### src/core/vdic_pkg.sv
package vdic_pkg;
   localparam int CLK_PERIOD_NS = 40;
   localparam int RAS_MIN_NS = 120;
   localparam int CAS_MIN_NS = 60;
   localparam int PRECHARGE_NS = 100;
   localparam int RAS_MIN_CYC = (RAS_MIN_NS + CLK_PERIOD_NS - 1) / CLK_PERIOD_NS;
   localparam int CAS_MIN_CYC = (CAS_MIN_NS + CLK_PERIOD_NS - 1) / CLK_PERIOD_NS;
   localparam int PRECHARGE_CYC = (PRECHARGE_NS + CLK_PERIOD_NS - 1) / CLK_PERIOD_NS;
   localparam int REFRESH_W = 9;
   localparam logic [8:0] REFRESH_PRESET_AT = 9'h185;
   localparam logic [8:0] REFRESH_RESET_VALUE = 9'h000;
   localparam int ADDR_HI_W = 9;
   localparam logic [8:0] BLOCK_ADDR_HI = 9'h000;
   localparam logic [1:0] DATA_SPACE_CODE = 2'h0;
   localparam int WORD_W = 32;

   typedef enum logic [3:0] {
      VDIC_R_IDLE = 4'h0,
      VDIC_R_INSTR_ROW = 4'h1,
      VDIC_R_INSTR_COL = 4'h3,
      VDIC_R_INSTR_WAIT = 4'h2,
      VDIC_R_PRECHARGE_1 = 4'h6,
      VDIC_R_PRECHARGE_2 = 4'h7,
      VDIC_R_DATA_ROW = 4'h4,
      VDIC_R_DATA_COL = 4'hc,
      VDIC_R_DATA_WAIT = 4'hd,
      VDIC_R_DATA_ACCESS = 4'hf,
      VDIC_R_REFRESH_1 = 4'h8,
      VDIC_R_REFRESH_2 = 4'h9,
      VDIC_R_REFRESH_3 = 4'hb
   } vdic_rnd_t;

   typedef enum logic [2:0] {
      VDIC_S_IDLE = 3'h0,
      VDIC_S_WAIT_1 = 3'h1,
      VDIC_S_WAIT_2 = 3'h3,
      VDIC_S_WAIT_3 = 3'h2,
      VDIC_S_WAIT_4 = 3'h6,
      VDIC_S_ACCESS = 3'h7
   } vdic_ser_t;
endpackage : vdic_pkg

### src/core/vdic_stream_if.sv
`timescale 1ns/10ps
`default_nettype none
interface vdic_stream_if #(parameter int W = 32);
   logic [W-1:0] data;
   logic valid;
   logic ready;
   modport src (output data, output valid, input ready);
   modport snk (input data, input valid, output ready);
endinterface : vdic_stream_if
`default_nettype wire

### src/core/vdic_controller.sv
`timescale 1ns/10ps
`default_nettype none
module vdic_controller (
   input wire logic core_clk,
   input wire logic rst_b,
   input wire logic instr_request,
   input wire logic instr_request_type,
   input wire logic instr_burst_request,
   input wire logic data_request,
   input wire logic [1:0] data_request_type,
   input wire logic data_write,
   input wire logic [vdic_pkg::ADDR_HI_W-1:0] addr_hi,
   input wire logic addr_bit2,
   input wire logic test_takeover_input,
   input wire logic [vdic_pkg::WORD_W-1:0] mem_rdata,
   input wire logic rdata_ready,
   output logic instr_burst_ack,
   output logic instr_ready,
   output logic instr_out_en,
   output logic data_ready,
   output logic row_strobe,
   output logic col_strobe,
   output logic addr_mux_col,
   output logic write_strobe,
   output logic shift_run,
   output logic bank_sel,
   output logic refresh_active,
   output logic [vdic_pkg::WORD_W-1:0] rdata,
   output logic rdata_valid
);
   import vdic_pkg::*;

   // ****************************************
   // state
   // ****************************************
   typedef struct packed {
      vdic_rnd_t rnd;
      vdic_ser_t ser;
      logic pc_tail;
      logic refresh_ack;
      logic refresh_request_latch;
      logic [REFRESH_W-1:0] refresh_interval_count;
      logic back_d;
      logic write_op;
      logic ras;
      logic cas;
      logic addr_col;
      logic wstrobe;
      logic shift;
      logic bank;
      logic iready;
      logic ioe;
      logic dready;
      logic push;
      logic [WORD_W-1:0] word;
   } vdic_state_t;

   vdic_state_t st;
   vdic_state_t next_st;

   logic instr_block_select;
   logic data_block_select;
   logic instr_start;
   logic data_start;
   logic nothing_busy;
   logic ser_counting;
   logic preset_hit;
   logic burst_ack_now;

   vdic_stream_if #(.W(WORD_W)) fill_s ();
   vdic_stream_if #(.W(WORD_W)) drain_s ();

   function automatic logic vdic_ras_on(input vdic_rnd_t r);
      return (r == VDIC_R_INSTR_ROW) || (r == VDIC_R_INSTR_COL) || (r == VDIC_R_INSTR_WAIT)
         || (r == VDIC_R_DATA_ROW) || (r == VDIC_R_DATA_COL) || (r == VDIC_R_DATA_WAIT)
         || (r == VDIC_R_REFRESH_1) || (r == VDIC_R_REFRESH_2) || (r == VDIC_R_REFRESH_3);
   endfunction : vdic_ras_on

   // ****************************************
   // decode and start terms
   // ****************************************
   assign instr_block_select = instr_request && instr_request_type
      && (addr_hi == BLOCK_ADDR_HI) && !test_takeover_input;
   assign data_block_select = data_request && (data_request_type == DATA_SPACE_CODE)
      && (addr_hi == BLOCK_ADDR_HI) && !test_takeover_input;
   assign ser_counting = (st.ser != VDIC_S_IDLE) && (st.ser != VDIC_S_ACCESS);
   assign nothing_busy = (st.rnd == VDIC_R_IDLE) && !st.pc_tail && !st.refresh_ack
      && !st.refresh_request_latch;
   assign instr_start = nothing_busy && (st.ser == VDIC_S_IDLE) && instr_block_select;
   // data waits for room in the read buffer, so a stalled reader throttles accesses
   assign data_start = nothing_busy && !ser_counting && !instr_start && data_block_select
      && fill_s.ready;
   assign preset_hit = (st.refresh_interval_count == REFRESH_PRESET_AT);
   // outside serial wait 2, drops in the very cycle a new request shows, holding the address on the bus
   assign burst_ack_now = (st.ser == VDIC_S_WAIT_2) || (!instr_request && st.back_d);

   // ****************************************
   // next state
   // ****************************************
   always_comb begin
      next_st = st;
      next_st.push = 1'b0;
      next_st.pc_tail = (st.rnd == VDIC_R_PRECHARGE_2);
      next_st.back_d = burst_ack_now;

      // refresh interval and request latch; a preset wins over the clear
      if (preset_hit) begin
         next_st.refresh_interval_count = REFRESH_RESET_VALUE;
      end else begin
         next_st.refresh_interval_count = st.refresh_interval_count + 9'h001;
      end
      if (preset_hit) begin
         next_st.refresh_request_latch = 1'b1;
      end else if (st.rnd == VDIC_R_REFRESH_3) begin
         next_st.refresh_request_latch = 1'b0;
      end

      if (st.refresh_ack && st.rnd == VDIC_R_REFRESH_3) begin
         next_st.refresh_ack = 1'b0;
      end else if ((st.rnd == VDIC_R_IDLE) && !st.pc_tail && !ser_counting
                   && st.refresh_request_latch) begin
         next_st.refresh_ack = 1'b1;
      end

      // random-port tracker
      case (st.rnd)
         VDIC_R_IDLE: begin
            if (st.refresh_ack) begin
               next_st.rnd = VDIC_R_REFRESH_1;
            end else if (instr_start) begin
               next_st.rnd = VDIC_R_INSTR_ROW;
            end else if (data_start) begin
               next_st.rnd = VDIC_R_DATA_ROW;
               next_st.write_op = data_write;
            end
         end
         VDIC_R_INSTR_ROW: next_st.rnd = VDIC_R_INSTR_COL;
         VDIC_R_INSTR_COL: next_st.rnd = VDIC_R_INSTR_WAIT;
         VDIC_R_INSTR_WAIT: next_st.rnd = VDIC_R_PRECHARGE_1;
         VDIC_R_DATA_ROW: next_st.rnd = VDIC_R_DATA_COL;
         VDIC_R_DATA_COL: next_st.rnd = VDIC_R_DATA_WAIT;
         VDIC_R_DATA_WAIT: next_st.rnd = VDIC_R_DATA_ACCESS;
         VDIC_R_DATA_ACCESS: begin
            next_st.rnd = VDIC_R_PRECHARGE_1;
            if (!st.write_op) begin
               next_st.push = 1'b1;
               next_st.word = mem_rdata;
            end
         end
         VDIC_R_REFRESH_1: next_st.rnd = VDIC_R_REFRESH_2;
         VDIC_R_REFRESH_2: next_st.rnd = VDIC_R_REFRESH_3;
         VDIC_R_REFRESH_3: next_st.rnd = VDIC_R_PRECHARGE_1;
         VDIC_R_PRECHARGE_1: next_st.rnd = VDIC_R_PRECHARGE_2;
         VDIC_R_PRECHARGE_2: next_st.rnd = VDIC_R_IDLE;
         default: next_st.rnd = VDIC_R_IDLE;
      endcase

      // serial-port tracker
      case (st.ser)
         VDIC_S_IDLE: begin
            if (instr_start) begin
               next_st.ser = VDIC_S_WAIT_1;
            end
         end
         VDIC_S_WAIT_1: next_st.ser = VDIC_S_WAIT_2;
         VDIC_S_WAIT_2: next_st.ser = VDIC_S_WAIT_3;
         VDIC_S_WAIT_3: next_st.ser = VDIC_S_WAIT_4;
         VDIC_S_WAIT_4: next_st.ser = VDIC_S_ACCESS;
         VDIC_S_ACCESS: begin
            // random tracker is untouched here, so data and refresh run meanwhile
            if (!instr_burst_request) begin
               next_st.ser = VDIC_S_IDLE;
            end
         end
         default: next_st.ser = VDIC_S_IDLE;
      endcase

      // registered outputs follow the state they belong to
      next_st.ras = vdic_ras_on(next_st.rnd);
      next_st.cas = (next_st.rnd == VDIC_R_INSTR_COL) || (next_st.rnd == VDIC_R_INSTR_WAIT)
         || (next_st.rnd == VDIC_R_DATA_COL) || (next_st.rnd == VDIC_R_DATA_WAIT)
         || (next_st.rnd == VDIC_R_DATA_ACCESS && !next_st.write_op)
         || (next_st.refresh_ack && (next_st.rnd == VDIC_R_IDLE))
         || (next_st.rnd == VDIC_R_REFRESH_1) || (next_st.rnd == VDIC_R_REFRESH_2)
         || (next_st.rnd == VDIC_R_REFRESH_3);
      // a one-cycle delay stands in for the delay line after row strobe
      next_st.addr_col = st.ras && (st.rnd != VDIC_R_IDLE) && vdic_ras_on(next_st.rnd)
         && (next_st.rnd != VDIC_R_REFRESH_2) && (next_st.rnd != VDIC_R_REFRESH_3);
      next_st.wstrobe = next_st.write_op && (next_st.rnd == VDIC_R_DATA_COL);
      next_st.dready = (next_st.rnd == VDIC_R_DATA_COL && next_st.write_op)
         || (next_st.rnd == VDIC_R_DATA_ACCESS && !next_st.write_op);
      next_st.shift = (next_st.ser == VDIC_S_WAIT_3) || (next_st.ser == VDIC_S_WAIT_4)
         || (next_st.ser == VDIC_S_ACCESS);
      next_st.iready = (next_st.ser == VDIC_S_ACCESS);
      next_st.ioe = (next_st.ser == VDIC_S_ACCESS);
      if (instr_start) begin
         next_st.bank = addr_bit2;
      end else if (st.shift) begin
         next_st.bank = !st.bank;
      end
   end

   always_ff @(posedge core_clk or negedge rst_b) begin
      if (!rst_b) begin
         st <= '0;
      end else begin
         st <= next_st;
      end
   end

   // ****************************************
   // read buffer
   // ****************************************
   assign fill_s.valid = st.push;
   assign fill_s.data = st.word;
   assign drain_s.ready = rdata_ready;

   vdic_skid_buffer #(.W(WORD_W)) u_rbuf (
      .core_clk(core_clk),
      .rst_b(rst_b),
      .in_s(fill_s),
      .out_s(drain_s)
   );

   // ****************************************
   // outputs
   // ****************************************
   // burst ack must react to the request inside the cycle, so it is not a flop
   assign instr_burst_ack = burst_ack_now;
   assign instr_ready = st.iready;
   assign instr_out_en = st.ioe;
   assign data_ready = st.dready;
   assign row_strobe = st.ras;
   assign col_strobe = st.cas;
   assign addr_mux_col = st.addr_col;
   assign write_strobe = st.wstrobe;
   assign shift_run = st.shift;
   assign bank_sel = st.bank;
   assign refresh_active = st.refresh_ack;
   assign rdata = drain_s.data;
   assign rdata_valid = drain_s.valid;
endmodule : vdic_controller
`default_nettype wire

### src/core/vdic_skid_buffer.sv
`timescale 1ns/10ps
`default_nettype none
module vdic_skid_buffer #(
   parameter int W = 32
) (
   input wire logic core_clk,
   input wire logic rst_b,
   vdic_stream_if.snk in_s,
   vdic_stream_if.src out_s
);
   import vdic_pkg::*;

   typedef struct packed {
      logic [1:0] count;
      logic [W-1:0] slot0;
      logic [W-1:0] slot1;
      logic has_room;
      logic has_word;
   } vdic_buf_t;

   vdic_buf_t st;
   vdic_buf_t next_st;
   logic push;
   logic pop;

   assign push = in_s.valid && st.has_room;
   assign pop = st.has_word && out_s.ready;

   always_comb begin
      next_st = st;
      if (pop) begin
         next_st.slot0 = st.slot1;
      end
      if (push) begin
         if ((st.count == 2'h0) || (st.count == 2'h1 && pop)) begin
            next_st.slot0 = in_s.data;
         end else begin
            next_st.slot1 = in_s.data;
         end
      end
      next_st.count = st.count + {1'b0, push} - {1'b0, pop};
      next_st.has_room = (next_st.count != 2'h2);
      next_st.has_word = (next_st.count != 2'h0);
   end

   always_ff @(posedge core_clk or negedge rst_b) begin
      if (!rst_b) begin
         st <= '{count: 2'h0, slot0: '0, slot1: '0, has_room: 1'b1, has_word: 1'b0};
      end else begin
         st <= next_st;
      end
   end

   assign in_s.ready = st.has_room;
   assign out_s.valid = st.has_word;
   assign out_s.data = st.slot0;
endmodule : vdic_skid_buffer
`default_nettype wire

### config.mk
export PLATFORM = sky130hd
export DESIGN_NAME = vdic_controller
export DESIGN_NICKNAME = d
export VERILOG_FILES = /design/src/core/vdic_pkg.sv /design/src/core/vdic_stream_if.sv /design/src/core/vdic_controller.sv /design/src/core/vdic_skid_buffer.sv
export SDC_FILE = /design/constraint.sdc
export NUM_CORES = 1
export LEC_CHECK = 0
export BUFFER_PORTS_ARGS = -buffer_cell sky130_fd_sc_hd__buf_4
export CORE_MARGIN = 1
export CORE_UTILIZATION = 55
export DETAILED_ROUTE_END_ITERATION = 8
export GPL_ROUTABILITY_DRIVEN = 0
export PLACE_DENSITY = 0.86
export SLEW_MARGIN = 0
export SYNTH_ARGS = -nofsm -noshare
export SYNTH_HDL_FRONTEND = slang
export SYNTH_SLANG_ARGS = --single-unit
export TNS_END_PERCENT = 50
### constraint.sdc
create_clock -name core_clk -period 4.6 [get_ports core_clk]
set_input_delay 0.23 -clock core_clk [delete_from_list [all_inputs] [get_ports core_clk]]
set_output_delay 0.23 -clock core_clk [all_outputs]
set_load 0.05 [all_outputs]
==> impl_metrics.env <==
export IMPL_root_buffer="clkbuf_8"
export IMPL_nFillCells=616
export IMPL_antenna_found_initial=0
export IMPL_hold_viol=0
export IMPL_multiInputGateArea_um2=2105
export IMPL_holdBufCountCts=37
export IMPL_drt_iter0_markers=190
export IMPL_yosysSeqAreaShare=0.5667
export IMPL_cap_viol_max_count=0
export IMPL_drt_pass1_iter_count=4
export IMPL_die_w_um=104.2
export IMPL_cts_tree="done"
export IMPL_start_util=0.5769
export IMPL_crit_type="flip-flop to flip-flop"
export IMPL_slew_limit_headroom=0.1974
export IMPL_outcome="finished clean"
export IMPL_post_route_util=0.7337
export IMPL_nNetsFinal=625
export IMPL_wl_per_cell_um=16.48
export IMPL_clkSlewWorstSetupHoldPaths_ns=0.06
export IMPL_cpPeakStageDelay_ns=0.91
export IMPL_holdCritPathClass="primary input to flip-flop"
export IMPL_ys_seq_elements=130
export IMPL_track_usage=0.2370
export IMPL_post_cts_setup_buffer_count=0
export IMPL_drv_slew=0
export IMPL_vias=3808
export IMPL_synth_top_cell_by_area="dfrtp_1"
export IMPL_vias_per_cell=5.341
export IMPL_pwr_share_comb=0.353
export IMPL_die_area_um2=10850
export IMPL_clock_latency_ns=0.53
export IMPL_max_freq_mhz=355.3
export IMPL_cts_resized=0
export IMPL_pwr_density_cell_nw_per_um2=709.7
export IMPL_drive_gt1_frac=0.3586
export IMPL_peakVddDrop_v=0.0004855
export IMPL_synth_flop_cell="dfrtp_1"
export IMPL_syn_area_um2=5743
export IMPL_avgSynthCellArea_um2=12.32
export IMPL_dp_final_hpwl_um=6966
export IMPL_yosysWarnings=0
export IMPL_rows=36
export IMPL_syn_inst=466
export IMPL_setup_tns_ns=0
export IMPL_overflow=0
export IMPL_synth_fp_nets=523
export IMPL_worst_setup_path_end_kind="flip-flop"
export IMPL_reg2reg_from="u_rbuf.out_s.valid$_DFF_PN0_"
export IMPL_ys_top_cells_by_count="dfrtp_1, mux2_2, nand2_1"
export IMPL_finalCritPeriodShare=0.6119
export IMPL_core_area_um2=9955
export IMPL_power_frac_clock=0.267
export IMPL_clk_path_buf_depth=2
export IMPL_pwr_share_seq=0.380
export IMPL_crit_chain="nand2_2, a21o_1, nor2_4, o21ai_0"
export IMPL_io_buffers=96
export IMPL_grt_max_degree=90
export IMPL_drcViolationCount=0
export IMPL_netSwitchingPower_mw=1.911
export IMPL_cp_slowest_cell="nor2_4"
export IMPL_synthArstFlopShare=1.000
export IMPL_worst_slew_pin_transition_ns=1.201
export IMPL_die_y_um=104.2
export IMPL_drtAntennaViolNets=0
export IMPL_antenna_cells=0
export IMPL_grt_pass1_wl_um=19880
export IMPL_crit_arrival_ns=3.15
export IMPL_io_pins=97
export IMPL_netlist_top_cells_area="dfrtp_1, mux2_2, mux2i_1, buf_4, o21ai_0"
export IMPL_cts_buffers=17
export IMPL_grt_pass1_vias=3959
export IMPL_swShare=0.3687
export IMPL_yosysUniqueCellTypes=46
export IMPL_synth_most_common_cell="dfrtp_1"
export IMPL_min_from="addr_hi[7]"
export IMPL_dpl_cell_area_um2=6317
export IMPL_drt_total_wl_um=11750
export IMPL_final_min_clock_period_ns=2.815
export IMPL_leakage_nw=3.607
export IMPL_crit_start="u_rbuf.out_s.valid$_DFF_PN0_"
export IMPL_clock_skew_ns=0.009382
export IMPL_cp_start_kind="flip-flop"
export IMPL_cp_data_required_time_ns=4.94
export IMPL_p_int_mw=3.272
export IMPL_syn2layout_area_growth_pct=27.17
export IMPL_crit_fanout=64
export IMPL_synth_top_cell_area_share=0.5621
export IMPL_cts_sinks=130
export IMPL_setup_viol=0
export IMPL_fin_area_um2=7303
export IMPL_rsz0062_at_grt="false"
export IMPL_h_tree_depth=4
export IMPL_register_area_um2=3254
export IMPL_synth_edff_count=0
## registers in the layout, indices dropped and copies added (netlist names), 20 cells and up
name,count
fill_s.data,32
u_rbuf.st,34
st,20
u_rbuf.out_s.data,32
## metrics by stage
step | setup slack (ns) | power, mW | std cells | hold WS [ns]
finish | 1.785 | 5.183 | 713 | 0.09841
global route | 1.517 | 5.437 | 713 | 0.09204
CTS | 1.751 | 5.198 | 713 | 0.07398
detailed placement | 1.849 | 3.750 | 645 | 0.4667
global placement | 1.971 | 3.666 | 645 | 0.4635
floorplan | 2.091 | 3.400 | 466 | -0.06559
## layer usage
layer	vias up	GRT usage	routed length [um]
li1	1780	-	-
met1	1907	0.3098	5143
met2	104	0.3738	5789
met3	17	0.06642	607
met4	0	0.09694	208
met5	-	0	0
## worst paths after layout
kind / to / slack (ns) / cells after the start
max reg2reg: u_rbuf.out_s.data[23]$_DFF_PN0_ / 1.79 / 4
min reg2reg: st[48]$_DFF_PN0_ / 0.49 / 1
max in group asynchronous: u_rbuf.st[15]$_DFFE_PN0P_ / 3.00 / 3
max: u_rbuf.out_s.data[23]$_DFF_PN0_ / 1.79 / 4
min in group asynchronous: st[43]$_DFF_PN0_ / 0.46 / 2
min: st[61]$_DFF_PN0_ / 0.1 / 4
## power groups by stage
stage	Clock (mW)	Combinational, mW	Sequential (mW)
2_1_floorplan	0	1.48	1.92
3_3_place_gp	0	1.73	1.93
3_5_place_dp	0	1.78	1.97
4_1_cts	1.40	1.84	1.96
5_1_grt	1.46	1.95	2.03
6_report	1.38	1.83	1.97
## logic make-up (layout without fill, tap and decap cells)
| kind of cell | Yosys count | count (layout) | share of synthesized area |
|---|---|---|---|
| flip-flops | 130 | 130 | 0.5667 |
| multiplexers | 99 | 99 | 0.1865 |
| AND/OR/NAND/NOR | 97 | 97 | 0.09237 |
| buffers and inverters | 67 | 181 | 0.07015 |
| AO/OA/AOI/OAI | 59 | 59 | 0.06035 |
| XOR/XNOR | 10 | 10 | 0.01525 |
| adder cells (fa/ha/maj) | 4 | 4 | 0.008715 |
## layout make-up
| cell class | instances | share of cell area |
|---|---|---|
| tap | 133 | 0.02279 |
| sequential | 130 | 0.4456 |
| multi-input combinational | 269 | 0.2882 |
| clock buffer | 28 | 0.07195 |
| timing repair buffer | 135 | 0.1514 |
| clock inverter | 3 | 0.01234 |
| inverter | 15 | 0.007709 |
## placed cells by master, fill, tap and decap left out, types with 2 or more instances in the layout
master	n
xnor2_1	6
nand2_2	2
nor4_4	2
nand4_1	4
nand3_1	5
or2_2	4
clkbuf_8	8
ha_1	4
nand2_1	41
o21ai_1	2
bufinv_16	3
nor2b_1	4
dlygate4sd3_1	37
nor2_1	14
mux2i_1	35
xor2_1	4
dfrtp_1	129
buf_4	98
clkbuf_16	16
nor4_2	2
clkbuf_1	4
mux2_2	64
and3_1	3
a21boi_0	2
inv_1	15
a21oi_1	7
nand2b_1	3
o21ai_0	40
## critical path: cells and delay by family (launching register included)
kind,cells,cell delay (ns)
AND/OR/NAND/NOR,2,1.51
flip-flops,1,0.36
AO/OA/AOI/OAI,2,0.73
(Power assumes the default switching activity.)
